File: config.mk
export PLATFORM = sky130hd
export DESIGN_NAME = hub_port_feature_handler
export DESIGN_NICKNAME = d
export VERILOG_FILES = /design/src/verilog/hub_port_pkg.sv /design/src/verilog/wake_mask_bank.sv /design/src/verilog/hub_port_feature_handler.sv
export SDC_FILE = /design/constraint.sdc
export NUM_CORES = 1
export LEC_CHECK = 0
export BUFFER_PORTS_ARGS = -buffer_cell sky130_fd_sc_hd__clkbuf_2
export CAP_MARGIN = 10
export CORE_MARGIN = 3
export CORE_UTILIZATION = 35
export CTS_BUF_LIST = sky130_fd_sc_hd__clkbuf_4
export DETAILED_ROUTE_END_ITERATION = 10
export SLEW_MARGIN = 20
export SYNTH_ARGS = -nofsm -noshare
export SYNTH_HDL_FRONTEND = slang
export SYNTH_SLANG_ARGS = --single-unit
File: constraint.sdc
create_clock -name clock_i -period 3.75 [get_ports clock_i]
set_input_delay 0.5625 -clock clock_i [delete_from_list [all_inputs] [get_ports clock_i]]
set_output_delay 0.5625 -clock clock_i [all_outputs]
set_load 0.01 [all_outputs]
File: src/verilog/hub_port_pkg.sv
// Constants and types shared by the hub downstream-port feature handler
package hub_port_pkg;

	// Feature selectors accepted for a port recipient
	localparam logic [7:0] SEL_PORT_RESET  = 8'h04;
	localparam logic [7:0] SEL_LINK_STATE  = 8'h05;
	localparam logic [7:0] SEL_PORT_POWER  = 8'h08;
	localparam logic [7:0] SEL_U1_TIMEOUT  = 8'h17;
	localparam logic [7:0] SEL_U2_TIMEOUT  = 8'h18;
	localparam logic [7:0] SEL_WAKE_MASK   = 8'h1b;
	localparam logic [7:0] SEL_BH_RESET    = 8'h1c;
	localparam logic [7:0] SEL_FORCE_LINKPM = 8'h1e;

	// Link-state request values carried in the upper wIndex byte
	localparam logic [7:0] LS_VALUE_MAX    = 8'h05;

	typedef enum logic [2:0] {
		LINK_U0         = 3'b000,
		LINK_U1         = 3'b001,
		LINK_U2         = 3'b010,
		LINK_U3         = 3'b011,
		LINK_SS_DISABLED = 3'b100,
		LINK_RX_DETECT  = 3'b101,
		LINK_SS_INACTIVE = 3'b110,
		LINK_OTHER      = 3'b111
	} link_e;

	typedef enum logic [2:0] {
		PORT_POWERED_OFF  = 3'b000,
		PORT_DISCONNECTED = 3'b001,
		PORT_DISABLED     = 3'b010,
		PORT_ENABLED      = 3'b011,
		PORT_RESETTING    = 3'b100,
		PORT_OTHER        = 3'b101
	} port_e;

	// Remote wake mask layout
	localparam int         MASK_W        = 3;
	localparam int         MASK_CONN_BIT = 0;
	localparam int         MASK_DISC_BIT = 1;
	localparam int         MASK_OC_BIT   = 2;
	localparam logic [2:0] MASK_RESET    = 3'h0;

	// Wait for U0 before a U3 entry
	localparam int CLK_PERIOD_NS  = 8;
	localparam int WAIT_U0_NS     = 1000;
	localparam int WAIT_U0_CYCLES = WAIT_U0_NS / CLK_PERIOD_NS;

endpackage

File: src/verilog/wake_mask_bank.sv
// Per-port remote wake masks, change flags and upstream wake request
`timescale 1ns/1ps
module wake_mask_bank #(
	parameter int NPORTS      = 4,
	parameter bit PER_PORT_OC = 1'b1,
	parameter int PW          = (NPORTS > 1) ? $clog2(NPORTS) : 1
) (
	input  wire logic                 clock_i,
	input  wire logic                 rst_n_i,
	input  wire logic                 mask_we_i,
	input  wire logic [PW-1:0]        mask_idx_i,
	input  wire logic [2:0]           mask_val_i,
	input  wire logic                 suspended_i,
	input  wire logic [NPORTS-1:0]    connect_evt_i,
	input  wire logic [NPORTS-1:0]    disconnect_evt_i,
	input  wire logic [NPORTS-1:0]    overcurrent_evt_i,
	input  wire logic [NPORTS-1:0]    resume_evt_i,
	input  wire logic [NPORTS-1:0]    conn_change_clr_i,
	input  wire logic [NPORTS-1:0]    oc_change_clr_i,
	output logic      [3*NPORTS-1:0]  mask_o,
	output logic      [NPORTS-1:0]    conn_change_o,
	output logic      [NPORTS-1:0]    oc_change_o,
	output logic                      wake_o
);
	logic [2:0]        mask_q [NPORTS];
	logic [NPORTS-1:0] conn_en;
	logic [NPORTS-1:0] disc_en;
	logic [NPORTS-1:0] oc_en;
	logic              oc_wake;
	logic              wake_d;

	always_ff @(posedge clock_i)
	begin
		for (int p = 0; p < NPORTS; p++)
		begin
			if (!rst_n_i)
				mask_q[p] <= hub_port_pkg::MASK_RESET;
			else if (mask_we_i && (mask_idx_i == PW'(p)))
				mask_q[p] <= mask_val_i;
		end
	end

	always_comb
	begin
		for (int p = 0; p < NPORTS; p++)
		begin
			mask_o[3*p +: 3] = mask_q[p];
			conn_en[p]       = mask_q[p][hub_port_pkg::MASK_CONN_BIT];
			disc_en[p]       = mask_q[p][hub_port_pkg::MASK_DISC_BIT];
			oc_en[p]         = mask_q[p][hub_port_pkg::MASK_OC_BIT];
		end
	end

	// Shared sensing cannot tell which port tripped, so any enabled port counts
	always_comb
	begin
		if (PER_PORT_OC)
			oc_wake = |(overcurrent_evt_i & oc_en);
		else
			oc_wake = (|overcurrent_evt_i) && (|oc_en);
	end

	assign wake_d = suspended_i && ((|(connect_evt_i & conn_en))
		|| (|(disconnect_evt_i & disc_en))
		|| oc_wake || (|resume_evt_i));

	always_ff @(posedge clock_i)
	begin
		if (!rst_n_i)
			wake_o <= 1'b0;
		else
			wake_o <= wake_d;
	end

	// Masked events still latch, so they are reported after resume; set wins
	always_ff @(posedge clock_i)
	begin
		if (!rst_n_i)
		begin
			conn_change_o <= '0;
			oc_change_o   <= '0;
		end
		else
		begin
			conn_change_o <= (connect_evt_i | disconnect_evt_i)
				| (conn_change_o & ~conn_change_clr_i);
			oc_change_o   <= overcurrent_evt_i | (oc_change_o & ~oc_change_clr_i);
		end
	end
endmodule // wake_mask_bank

File: src/verilog/hub_port_feature_handler.sv
// Set Port Feature request handler for hub downstream ports
`timescale 1ns/1ps
module hub_port_feature_handler #(
	parameter int NPORTS      = 4,
	parameter bit PER_PORT_OC = 1'b1,
	parameter int PW          = (NPORTS > 1) ? $clog2(NPORTS) : 1
) (
	input  wire logic                clock_i,
	input  wire logic                rst_n_i,
	input  wire logic                req_valid_i,
	input  wire logic [7:0]          req_selector_i,
	input  wire logic [15:0]         req_windex_i,
	input  wire logic [15:0]         req_wlength_i,
	input  wire logic [2:0]          link_state_i [NPORTS],
	input  wire logic [2:0]          port_state_i [NPORTS],
	input  wire logic                suspended_i,
	input  wire logic [NPORTS-1:0]   connect_evt_i,
	input  wire logic [NPORTS-1:0]   disconnect_evt_i,
	input  wire logic [NPORTS-1:0]   overcurrent_evt_i,
	input  wire logic [NPORTS-1:0]   resume_evt_i,
	input  wire logic [NPORTS-1:0]   warm_done_i,
	input  wire logic [NPORTS-1:0]   warm_change_clr_i,
	input  wire logic [NPORTS-1:0]   conn_change_clr_i,
	input  wire logic [NPORTS-1:0]   oc_change_clr_i,
	output logic                     req_ready_o,
	output logic                     resp_valid_o,
	output logic                     resp_error_o,
	output logic [7:0]               cmd_port_o,
	output logic                     link_go_o,
	output logic [2:0]               link_go_state_o,
	output logic                     port_reset_o,
	output logic                     port_warm_reset_o,
	output logic                     port_power_on_o,
	output logic                     port_disable_o,
	output logic                     port_rx_detect_o,
	output logic                     force_accept_o,
	output logic [NPORTS-1:0]        fwd_allow_o,
	output logic [NPORTS-1:0]        warm_change_o,
	output logic [3*NPORTS-1:0]      wake_mask_o,
	output logic [NPORTS-1:0]        conn_change_o,
	output logic [NPORTS-1:0]        oc_change_o,
	output logic                     wake_o
);
	typedef enum logic [1:0] {
		ST_IDLE    = 2'b00,
		ST_WAIT_U0 = 2'b01
	} state_e;

	localparam logic [9:0] WAIT_LAST = 10'(hub_port_pkg::WAIT_U0_CYCLES - 1);

	state_e          state_q, state_d;
	logic [PW-1:0]   held_idx_q;
	logic [9:0]      wait_cnt_q;
	logic [7:0]      port_num;
	logic [7:0]      hi_byte;
	logic            port_ok;
	logic            dec_err;
	logic            req_take;
	logic [PW-1:0]   cur_idx;
	logic [2:0]      cur_link;
	logic [2:0]      cur_port;
	logic            link_active;
	logic            resp_d, err_d, go_d, rst_d, warm_d, pwr_d, dis_d, rxd_d, frc_d;
	logic [2:0]      go_state_d;
	logic            mask_we;

	function automatic logic sel_known(input logic [7:0] sel);
		sel_known = (sel == hub_port_pkg::SEL_PORT_RESET) || (sel == hub_port_pkg::SEL_LINK_STATE)
			|| (sel == hub_port_pkg::SEL_PORT_POWER) || (sel == hub_port_pkg::SEL_U1_TIMEOUT)
			|| (sel == hub_port_pkg::SEL_U2_TIMEOUT) || (sel == hub_port_pkg::SEL_WAKE_MASK)
			|| (sel == hub_port_pkg::SEL_BH_RESET) || (sel == hub_port_pkg::SEL_FORCE_LINKPM);
	endfunction

	function automatic logic low_power(input logic [2:0] ls);
		low_power = (ls == hub_port_pkg::LINK_U1) || (ls == hub_port_pkg::LINK_U2)
			|| (ls == hub_port_pkg::LINK_U3);
	endfunction

	assign port_num = req_windex_i[7:0];
	assign hi_byte  = req_windex_i[15:8];
	assign port_ok  = (port_num != 8'h00) && (port_num <= 8'(NPORTS));
	assign req_take = req_valid_i && req_ready_o;
	assign dec_err  = !sel_known(req_selector_i) || !port_ok || (req_wlength_i != 16'h0000)
		|| ((req_selector_i == hub_port_pkg::SEL_LINK_STATE)
		&& (hi_byte > hub_port_pkg::LS_VALUE_MAX));
	assign cur_idx  = (state_q == ST_WAIT_U0) ? held_idx_q
		: (port_ok ? PW'(port_num - 8'h01) : '0);
	assign cur_link = link_state_i[cur_idx];
	assign cur_port = port_state_i[cur_idx];
	// Values 0 to 3 only act on an enabled port with a live link
	assign link_active = (cur_port == hub_port_pkg::PORT_ENABLED)
		&& (cur_link != hub_port_pkg::LINK_SS_DISABLED)
		&& (cur_link != hub_port_pkg::LINK_RX_DETECT)
		&& (cur_link != hub_port_pkg::LINK_SS_INACTIVE);

	always_comb
	begin
		state_d    = state_q;
		resp_d     = 1'b0;
		err_d      = 1'b0;
		go_d       = 1'b0;
		go_state_d = hub_port_pkg::LINK_U0;
		rst_d      = 1'b0;
		warm_d     = 1'b0;
		pwr_d      = 1'b0;
		dis_d      = 1'b0;
		rxd_d      = 1'b0;
		frc_d      = 1'b0;
		mask_we    = 1'b0;
		case (state_q)
			ST_IDLE:
			begin
				if (req_take)
				begin
					resp_d = 1'b1;
					if (dec_err)
						err_d = 1'b1;
					else
					begin
						case (req_selector_i)
							hub_port_pkg::SEL_PORT_RESET:
								rst_d = (cur_port != hub_port_pkg::PORT_POWERED_OFF);
							hub_port_pkg::SEL_BH_RESET:
								warm_d = (cur_port != hub_port_pkg::PORT_POWERED_OFF);
							hub_port_pkg::SEL_PORT_POWER:
								pwr_d = (cur_port == hub_port_pkg::PORT_POWERED_OFF);
							hub_port_pkg::SEL_FORCE_LINKPM:
								frc_d = (cur_port == hub_port_pkg::PORT_ENABLED);
							hub_port_pkg::SEL_WAKE_MASK:
								mask_we = 1'b1;
							hub_port_pkg::SEL_LINK_STATE:
							begin
								case (hi_byte[2:0])
									3'h0:
										go_d = link_active && low_power(cur_link);
									3'h1, 3'h2:
									begin
										// Outside U0 the link is left alone
										go_d       = link_active && (cur_link == hub_port_pkg::LINK_U0);
										go_state_d = hi_byte[2:0];
									end
									3'h3:
									begin
										if (link_active && (cur_link == hub_port_pkg::LINK_U0))
										begin
											go_d       = 1'b1;
											go_state_d = hub_port_pkg::LINK_U3;
										end
										else if (link_active && low_power(cur_link)
											&& (cur_link != hub_port_pkg::LINK_U3))
										begin
											go_d    = 1'b1;
											resp_d  = 1'b0;
											state_d = ST_WAIT_U0;
										end
									end
									3'h4:
									begin
										go_d       = 1'b1;
										go_state_d = hub_port_pkg::LINK_SS_DISABLED;
										dis_d      = 1'b1;
									end
									3'h5:
									begin
										go_d       = (cur_port == hub_port_pkg::PORT_DISABLED);
										go_state_d = hub_port_pkg::LINK_RX_DETECT;
										rxd_d      = go_d;
									end
									default:
										go_d = 1'b0;
								endcase
							end
							default:
								go_d = 1'b0;
						endcase
					end
				end
			end
			ST_WAIT_U0:
			begin
				// A link that never reaches U0 is given up on without error
				if (cur_link == hub_port_pkg::LINK_U0)
				begin
					go_d       = 1'b1;
					go_state_d = hub_port_pkg::LINK_U3;
					resp_d     = 1'b1;
					state_d    = ST_IDLE;
				end
				else if (wait_cnt_q == WAIT_LAST)
				begin
					resp_d  = 1'b1;
					state_d = ST_IDLE;
				end
			end
			default:
				state_d = ST_IDLE;
		endcase
	end

	always_ff @(posedge clock_i)
	begin
		if (!rst_n_i)
		begin
			state_q     <= ST_IDLE;
			req_ready_o <= 1'b1;
			held_idx_q  <= '0;
			wait_cnt_q  <= 10'h000;
		end
		else
		begin
			state_q     <= state_d;
			req_ready_o <= (state_d == ST_IDLE);
			if (state_q == ST_IDLE)
			begin
				held_idx_q <= cur_idx;
				wait_cnt_q <= 10'h000;
			end
			else
				wait_cnt_q <= wait_cnt_q + 10'h001;
		end
	end

	always_ff @(posedge clock_i)
	begin
		if (!rst_n_i)
		begin
			resp_valid_o      <= 1'b0;
			resp_error_o      <= 1'b0;
			cmd_port_o        <= 8'h00;
			link_go_o         <= 1'b0;
			link_go_state_o   <= 3'h0;
			port_reset_o      <= 1'b0;
			port_warm_reset_o <= 1'b0;
			port_power_on_o   <= 1'b0;
			port_disable_o    <= 1'b0;
			port_rx_detect_o  <= 1'b0;
			force_accept_o    <= 1'b0;
		end
		else
		begin
			resp_valid_o      <= resp_d;
			resp_error_o      <= err_d;
			link_go_o         <= go_d;
			link_go_state_o   <= go_state_d;
			port_reset_o      <= rst_d;
			port_warm_reset_o <= warm_d;
			port_power_on_o   <= pwr_d;
			port_disable_o    <= dis_d;
			port_rx_detect_o  <= rxd_d;
			force_accept_o    <= frc_d;
			if (go_d || rst_d || warm_d || pwr_d || frc_d)
				cmd_port_o <= 8'(cur_idx) + 8'h01;
		end
	end

	// Warm change flag: completion wins over a clear in the same cycle
	always_ff @(posedge clock_i)
	begin
		if (!rst_n_i)
			warm_change_o <= '0;
		else
			warm_change_o <= warm_done_i | (warm_change_o & ~warm_change_clr_i);
	end

	always_ff @(posedge clock_i)
	begin
		for (int p = 0; p < NPORTS; p++)
		begin
			if (!rst_n_i)
				fwd_allow_o[p] <= 1'b1;
			else
				fwd_allow_o[p] <= (link_state_i[p] != hub_port_pkg::LINK_U3);
		end
	end

	wake_mask_bank #(
		.NPORTS      (NPORTS),
		.PER_PORT_OC (PER_PORT_OC),
		.PW          (PW)
	) u_wake (
		.clock_i           (clock_i),
		.rst_n_i           (rst_n_i),
		.mask_we_i         (mask_we),
		.mask_idx_i        (cur_idx),
		.mask_val_i        (hi_byte[2:0]),
		.suspended_i       (suspended_i),
		.connect_evt_i     (connect_evt_i),
		.disconnect_evt_i  (disconnect_evt_i),
		.overcurrent_evt_i (overcurrent_evt_i),
		.resume_evt_i      (resume_evt_i),
		.conn_change_clr_i (conn_change_clr_i),
		.oc_change_clr_i   (oc_change_clr_i),
		.mask_o            (wake_mask_o),
		.conn_change_o     (conn_change_o),
		.oc_change_o       (oc_change_o),
		.wake_o            (wake_o)
	);
endmodule // hub_port_feature_handler

==> flow_metrics.tcl <==
set metrics [dict create \
    status "finished, final reports clean" \
    timing.critical_path.slowest_stage_cell "a221o_1" \
    grt_pass1_wl_um 13200 \
    drt-vias-per-instance 4.99 \
    first_global_vias 2833 \
    postSynth.topFlopCell "dfxtp_1" \
    finalSetupViolations 0 \
    multi_input_logic_area_mm2 0.00165 \
    finalPower_mw 1.24 \
    critPathCaptureType "flop" \
    ff2ff_setup_slack_ps 560 \
    synth_seq_area_share_pct 42.3 \
    synth_top_family_by_area "simple AND/OR/NAND/NOR gates" \
    diodes 0 \
    finClkSkew_ps 12.4 \
    ys_warn_count 0 \
    start_util_pct 36.7 \
    grt.overflow.total 0 \
    clock_latency_late_sink_ps 420 \
    arrival_time_of_the_worst_setup_path_ps 3560 \
    fillers 856 \
    post_synth_main_area_contributors "dfxtp_1, edfxtp_1, and2_1, nor2b_1, nand2_1" \
    cts_hold_buf 0 \
    final-seq-area_mm2 0.00130 \
    final-max-slew-violation-count 0 \
    clock_sink_count 59 \
    finalNetCount 585 \
    finalCriticalPeriod_ps 3220 \
    htree_num_levels 3 \
    synth_cells 330 \
    clk_pin_slew_ps 120 \
    floorplan.die.width_um 99.8 \
    timing.hold.worst.start "link_state_i[4]" \
    crit_required_ps 4080 \
    grt_setup_unrepaired "no" \
    worst_r2r_endpoint "cmd_port_o[0]$_SDFFE_PN0P_" \
    core_area_mm2 0.00838 \
    whs_endpoint "fwd_allow_o[2]$_SDFF_PN1_" \
    finalHoldWorstSlack_ps 334 \
    synth_simple_gate_area_share_pct 27.8 \
    timing.hold.worst.class "in2reg" \
    total_routed_wirelength_um 8260 \
    worstSetupPathDepth 13 \
    synthXorXnorAreaFrac_pct 3.09 \
    synthesis.area_mm2 0.00308 \
    die_height_um 99.8 \
    drive_gt1_share_pct 37.0 \
    post_synth_num_cell_types 59 \
    fraction_of_the_mapped_netlist_area_in_compound_gates_pct 17.0 \
    yosys.area_share.adder_pct 2.44 \
    finalWeightedCongestion 0.857 \
    tightest_slew_ps 817 \
    clock_tree.buffer_depth 2 \
    finalHoldViolCount 0 \
    port_buffers 144 \
    cp_cell_sequence "clkbuf_2, inv_1, ha_1, xnor2_2, nand4_4, or2_0, a221o_1, a222oi_1, buf_4, mux2_2, a32o_2, nor3_4, mux2i_1" \
    pwr_density_cell_mw_per_mm2 309 \
    grt_max_degree 42 \
    setup-tns-final_ps 0 \
    place_hpwl_um 6680 \
    timing.critical_path.from_type "primary input" \
    worst_r2r_startpoint "state_q[1]$_SDFF_PN0_" \
    timing.critical_path.buf_inv 3 \
    die_outline_area_mm2 0.00996 \
    p_leak_nw 1.86 \
    critPathMaxFanout 7 \
    post-place-ws_ps 133 \
    fin_crit_sh_pct 86.0 \
    dr.first_iter.drc_count 80 \
    clock_root_buffer_master "clkbuf_4" \
    drt_drc_violations_left 0 \
    placementRows 33 \
    cts_resized 0 \
    grt.total_usage_pct 16.5 \
    peakVddDrop_mv 0.162 \
    worst_path_largest_cell_delay_ps 410 \
    tritoncts_clock_tree "yes" \
    worstHoldPathCells 2 \
    synth.mux.area_fraction_pct 2.36 \
    synth_top_area_share_pct 30.6 \
    worst-setup-path-type "in2reg" \
    detail_route.wl_per_cell_um 14.0 \
    antenna_found_initial 0 \
    route.antenna.remaining_nets 0 \
    dr_total_vias 2937 \
    post_cts.repair.setup_buffers 0 \
    io_pins 150 \
    clock.fmax_ghz 0.310 \
    worst_slack_ps 526 \
    synthDominantAreaCellType "dfxtp_1" \
    cts_buffers 9 \
    synth-edff-count 12 \
    worst_path_dominant_cell_family "compound AO/OA/AOI/OAI gates" \
    postSynthAreaPerCell_um2 9.33 \
    max_slew_margin_pct 45.5 \
    r2r_cells 10 \
    synth.ff_latch_count 59 \
    share_of_synthesized_flip_flops_with_an_asynchronous_set_or_reset_pct 0 \
    layout.cells.most_common "clkbuf_2" \
    first_drt_pass_iteration_count 4 \
    maxCapViolCount 0 \
    area_growth_syn_to_layout_pct 30.3 \
    final_cell_mix "clkbuf_2, dfxtp_1, nand2_1, and2_1, nor2_1" \
]
[worst max path at each step]
stage | startpoint | to | slack [ps]
after floorplan | req_windex_i[0] | cmd_port_o[0]$_SDFFE_PN0P_ | 440
after global placement | req_windex_i[0] | cmd_port_o[2]$_SDFFE_PN0P_ | 170
after detailed placement | req_windex_i[0] | cmd_port_o[1]$_SDFFE_PN0P_ | 130
after CTS | req_windex_i[0] | cmd_port_o[0]$_SDFFE_PN0P_ | 540
after global routing | state_q[1]$_SDFF_PN0_ | cmd_port_o[0]$_SDFFE_PN0P_ | 360
final | req_windex_i[0] | cmd_port_o[0]$_SDFFE_PN0P_ | 530
[worst reg2reg max path, delay by kind of cell (launching register included)]
family | cells | cell delay (ps)
AO/OA/AOI/OAI | 3 | 1000
AND/OR/NAND/NOR | 4 | 860
multiplexers | 2 | 550
flip-flops | 1 | 510
buffers and inverters | 1 | 190
[per-stage QoR]
stage          cell area [µm²]  utilization [%]  cells
5_1_grt                   4010             47.9    589
6_report                  4010             47.9    589
2_1_floorplan             3100                -    335
3_3_place_gp              3890             46.5    573
3_5_place_dp              3890             46.5    573
4_1_cts                   4010             47.9    589
[state kept, by name (all words and copies together), names as in the netlist]
| register | cells |
|---|---|
| cmd_port_o | 3 |
| force_accept_o | 1 |
| fwd_allow_o | 4 |
| held_idx_q | 2 |
| link_go_o | 1 |
| link_go_state_o | 3 |
| port_disable_o | 1 |
| port_power_on_o | 1 |
| port_reset_o | 1 |
| port_rx_detect_o | 1 |
| port_warm_reset_o | 1 |
| req_ready_o | 1 |
| resp_error_o | 1 |
| resp_valid_o | 1 |
| state_q | 2 |
| u_wake.conn_change_o | 4 |
| u_wake.mask_q | 12 |
| u_wake.oc_change_o | 4 |
| u_wake.wake_o | 1 |
| wait_cnt_q | 10 |
| warm_change_o | 4 |
[Yosys cell counts, drive strengths merged, types with 6 or more instances]
| cell | count |
|---|---|
| a21oi | 8 |
| dfxtp | 47 |
| nor4 | 7 |
| nand4 | 7 |
| o21ai | 8 |
| and3 | 13 |
| edfxtp | 12 |
| buf | 13 |
| nor3 | 8 |
| nor2b | 19 |
| xor2 | 6 |
| inv | 11 |
| o21a | 12 |
| nor2 | 20 |
| and2 | 22 |
| nand3 | 10 |
| o211ai | 7 |
| nand2 | 29 |
| ha | 6 |
[per-layer routing]
layer  track usage [%]  routed length (µm)  up-vias
li1                  -                   -     1498
met1              20.3                3590     1313
met2              28.9                3970      116
met3              4.79                 641       10
met4              3.15                  60        0
met5                 0                   0        -
[cells by family (layout without fill, tap and decap cells)]
| group | count (synthesis) | in the layout |
|---|---|---|
| and+or+nand+nor | 148 | 148 |
| AOI/OAI and AO/OA | 70 | 70 |
| DFF | 59 | 59 |
| buffers and inverters | 29 | 178 |
| xor gates and xnor gates | 10 | 10 |
| muxes | 7 | 7 |
| adders and majority gates | 6 | 6 |
| other | 1 | 6 |
[layout make-up]
cell class	instances	area share (%)
clock buffers	9	1.68
clock inverters	7	1.28
inverters	11	1.03
multi-input cells	247	41.0
flip-flops and latches	59	32.4
well taps	105	3.27
repair buffers	151	19.3
[where the power goes]
part | switching (mW) | internal (mW) | leakage (nW)
clock network | 0.260 | 0.140 | 0.0672
logic | 0.0852 | 0.0827 | 1.28
registers | 0.00867 | 0.662 | 0.513
total | 0.354 | 0.885 | 1.86
Note: power is estimated with default switching activity, not from simulation.
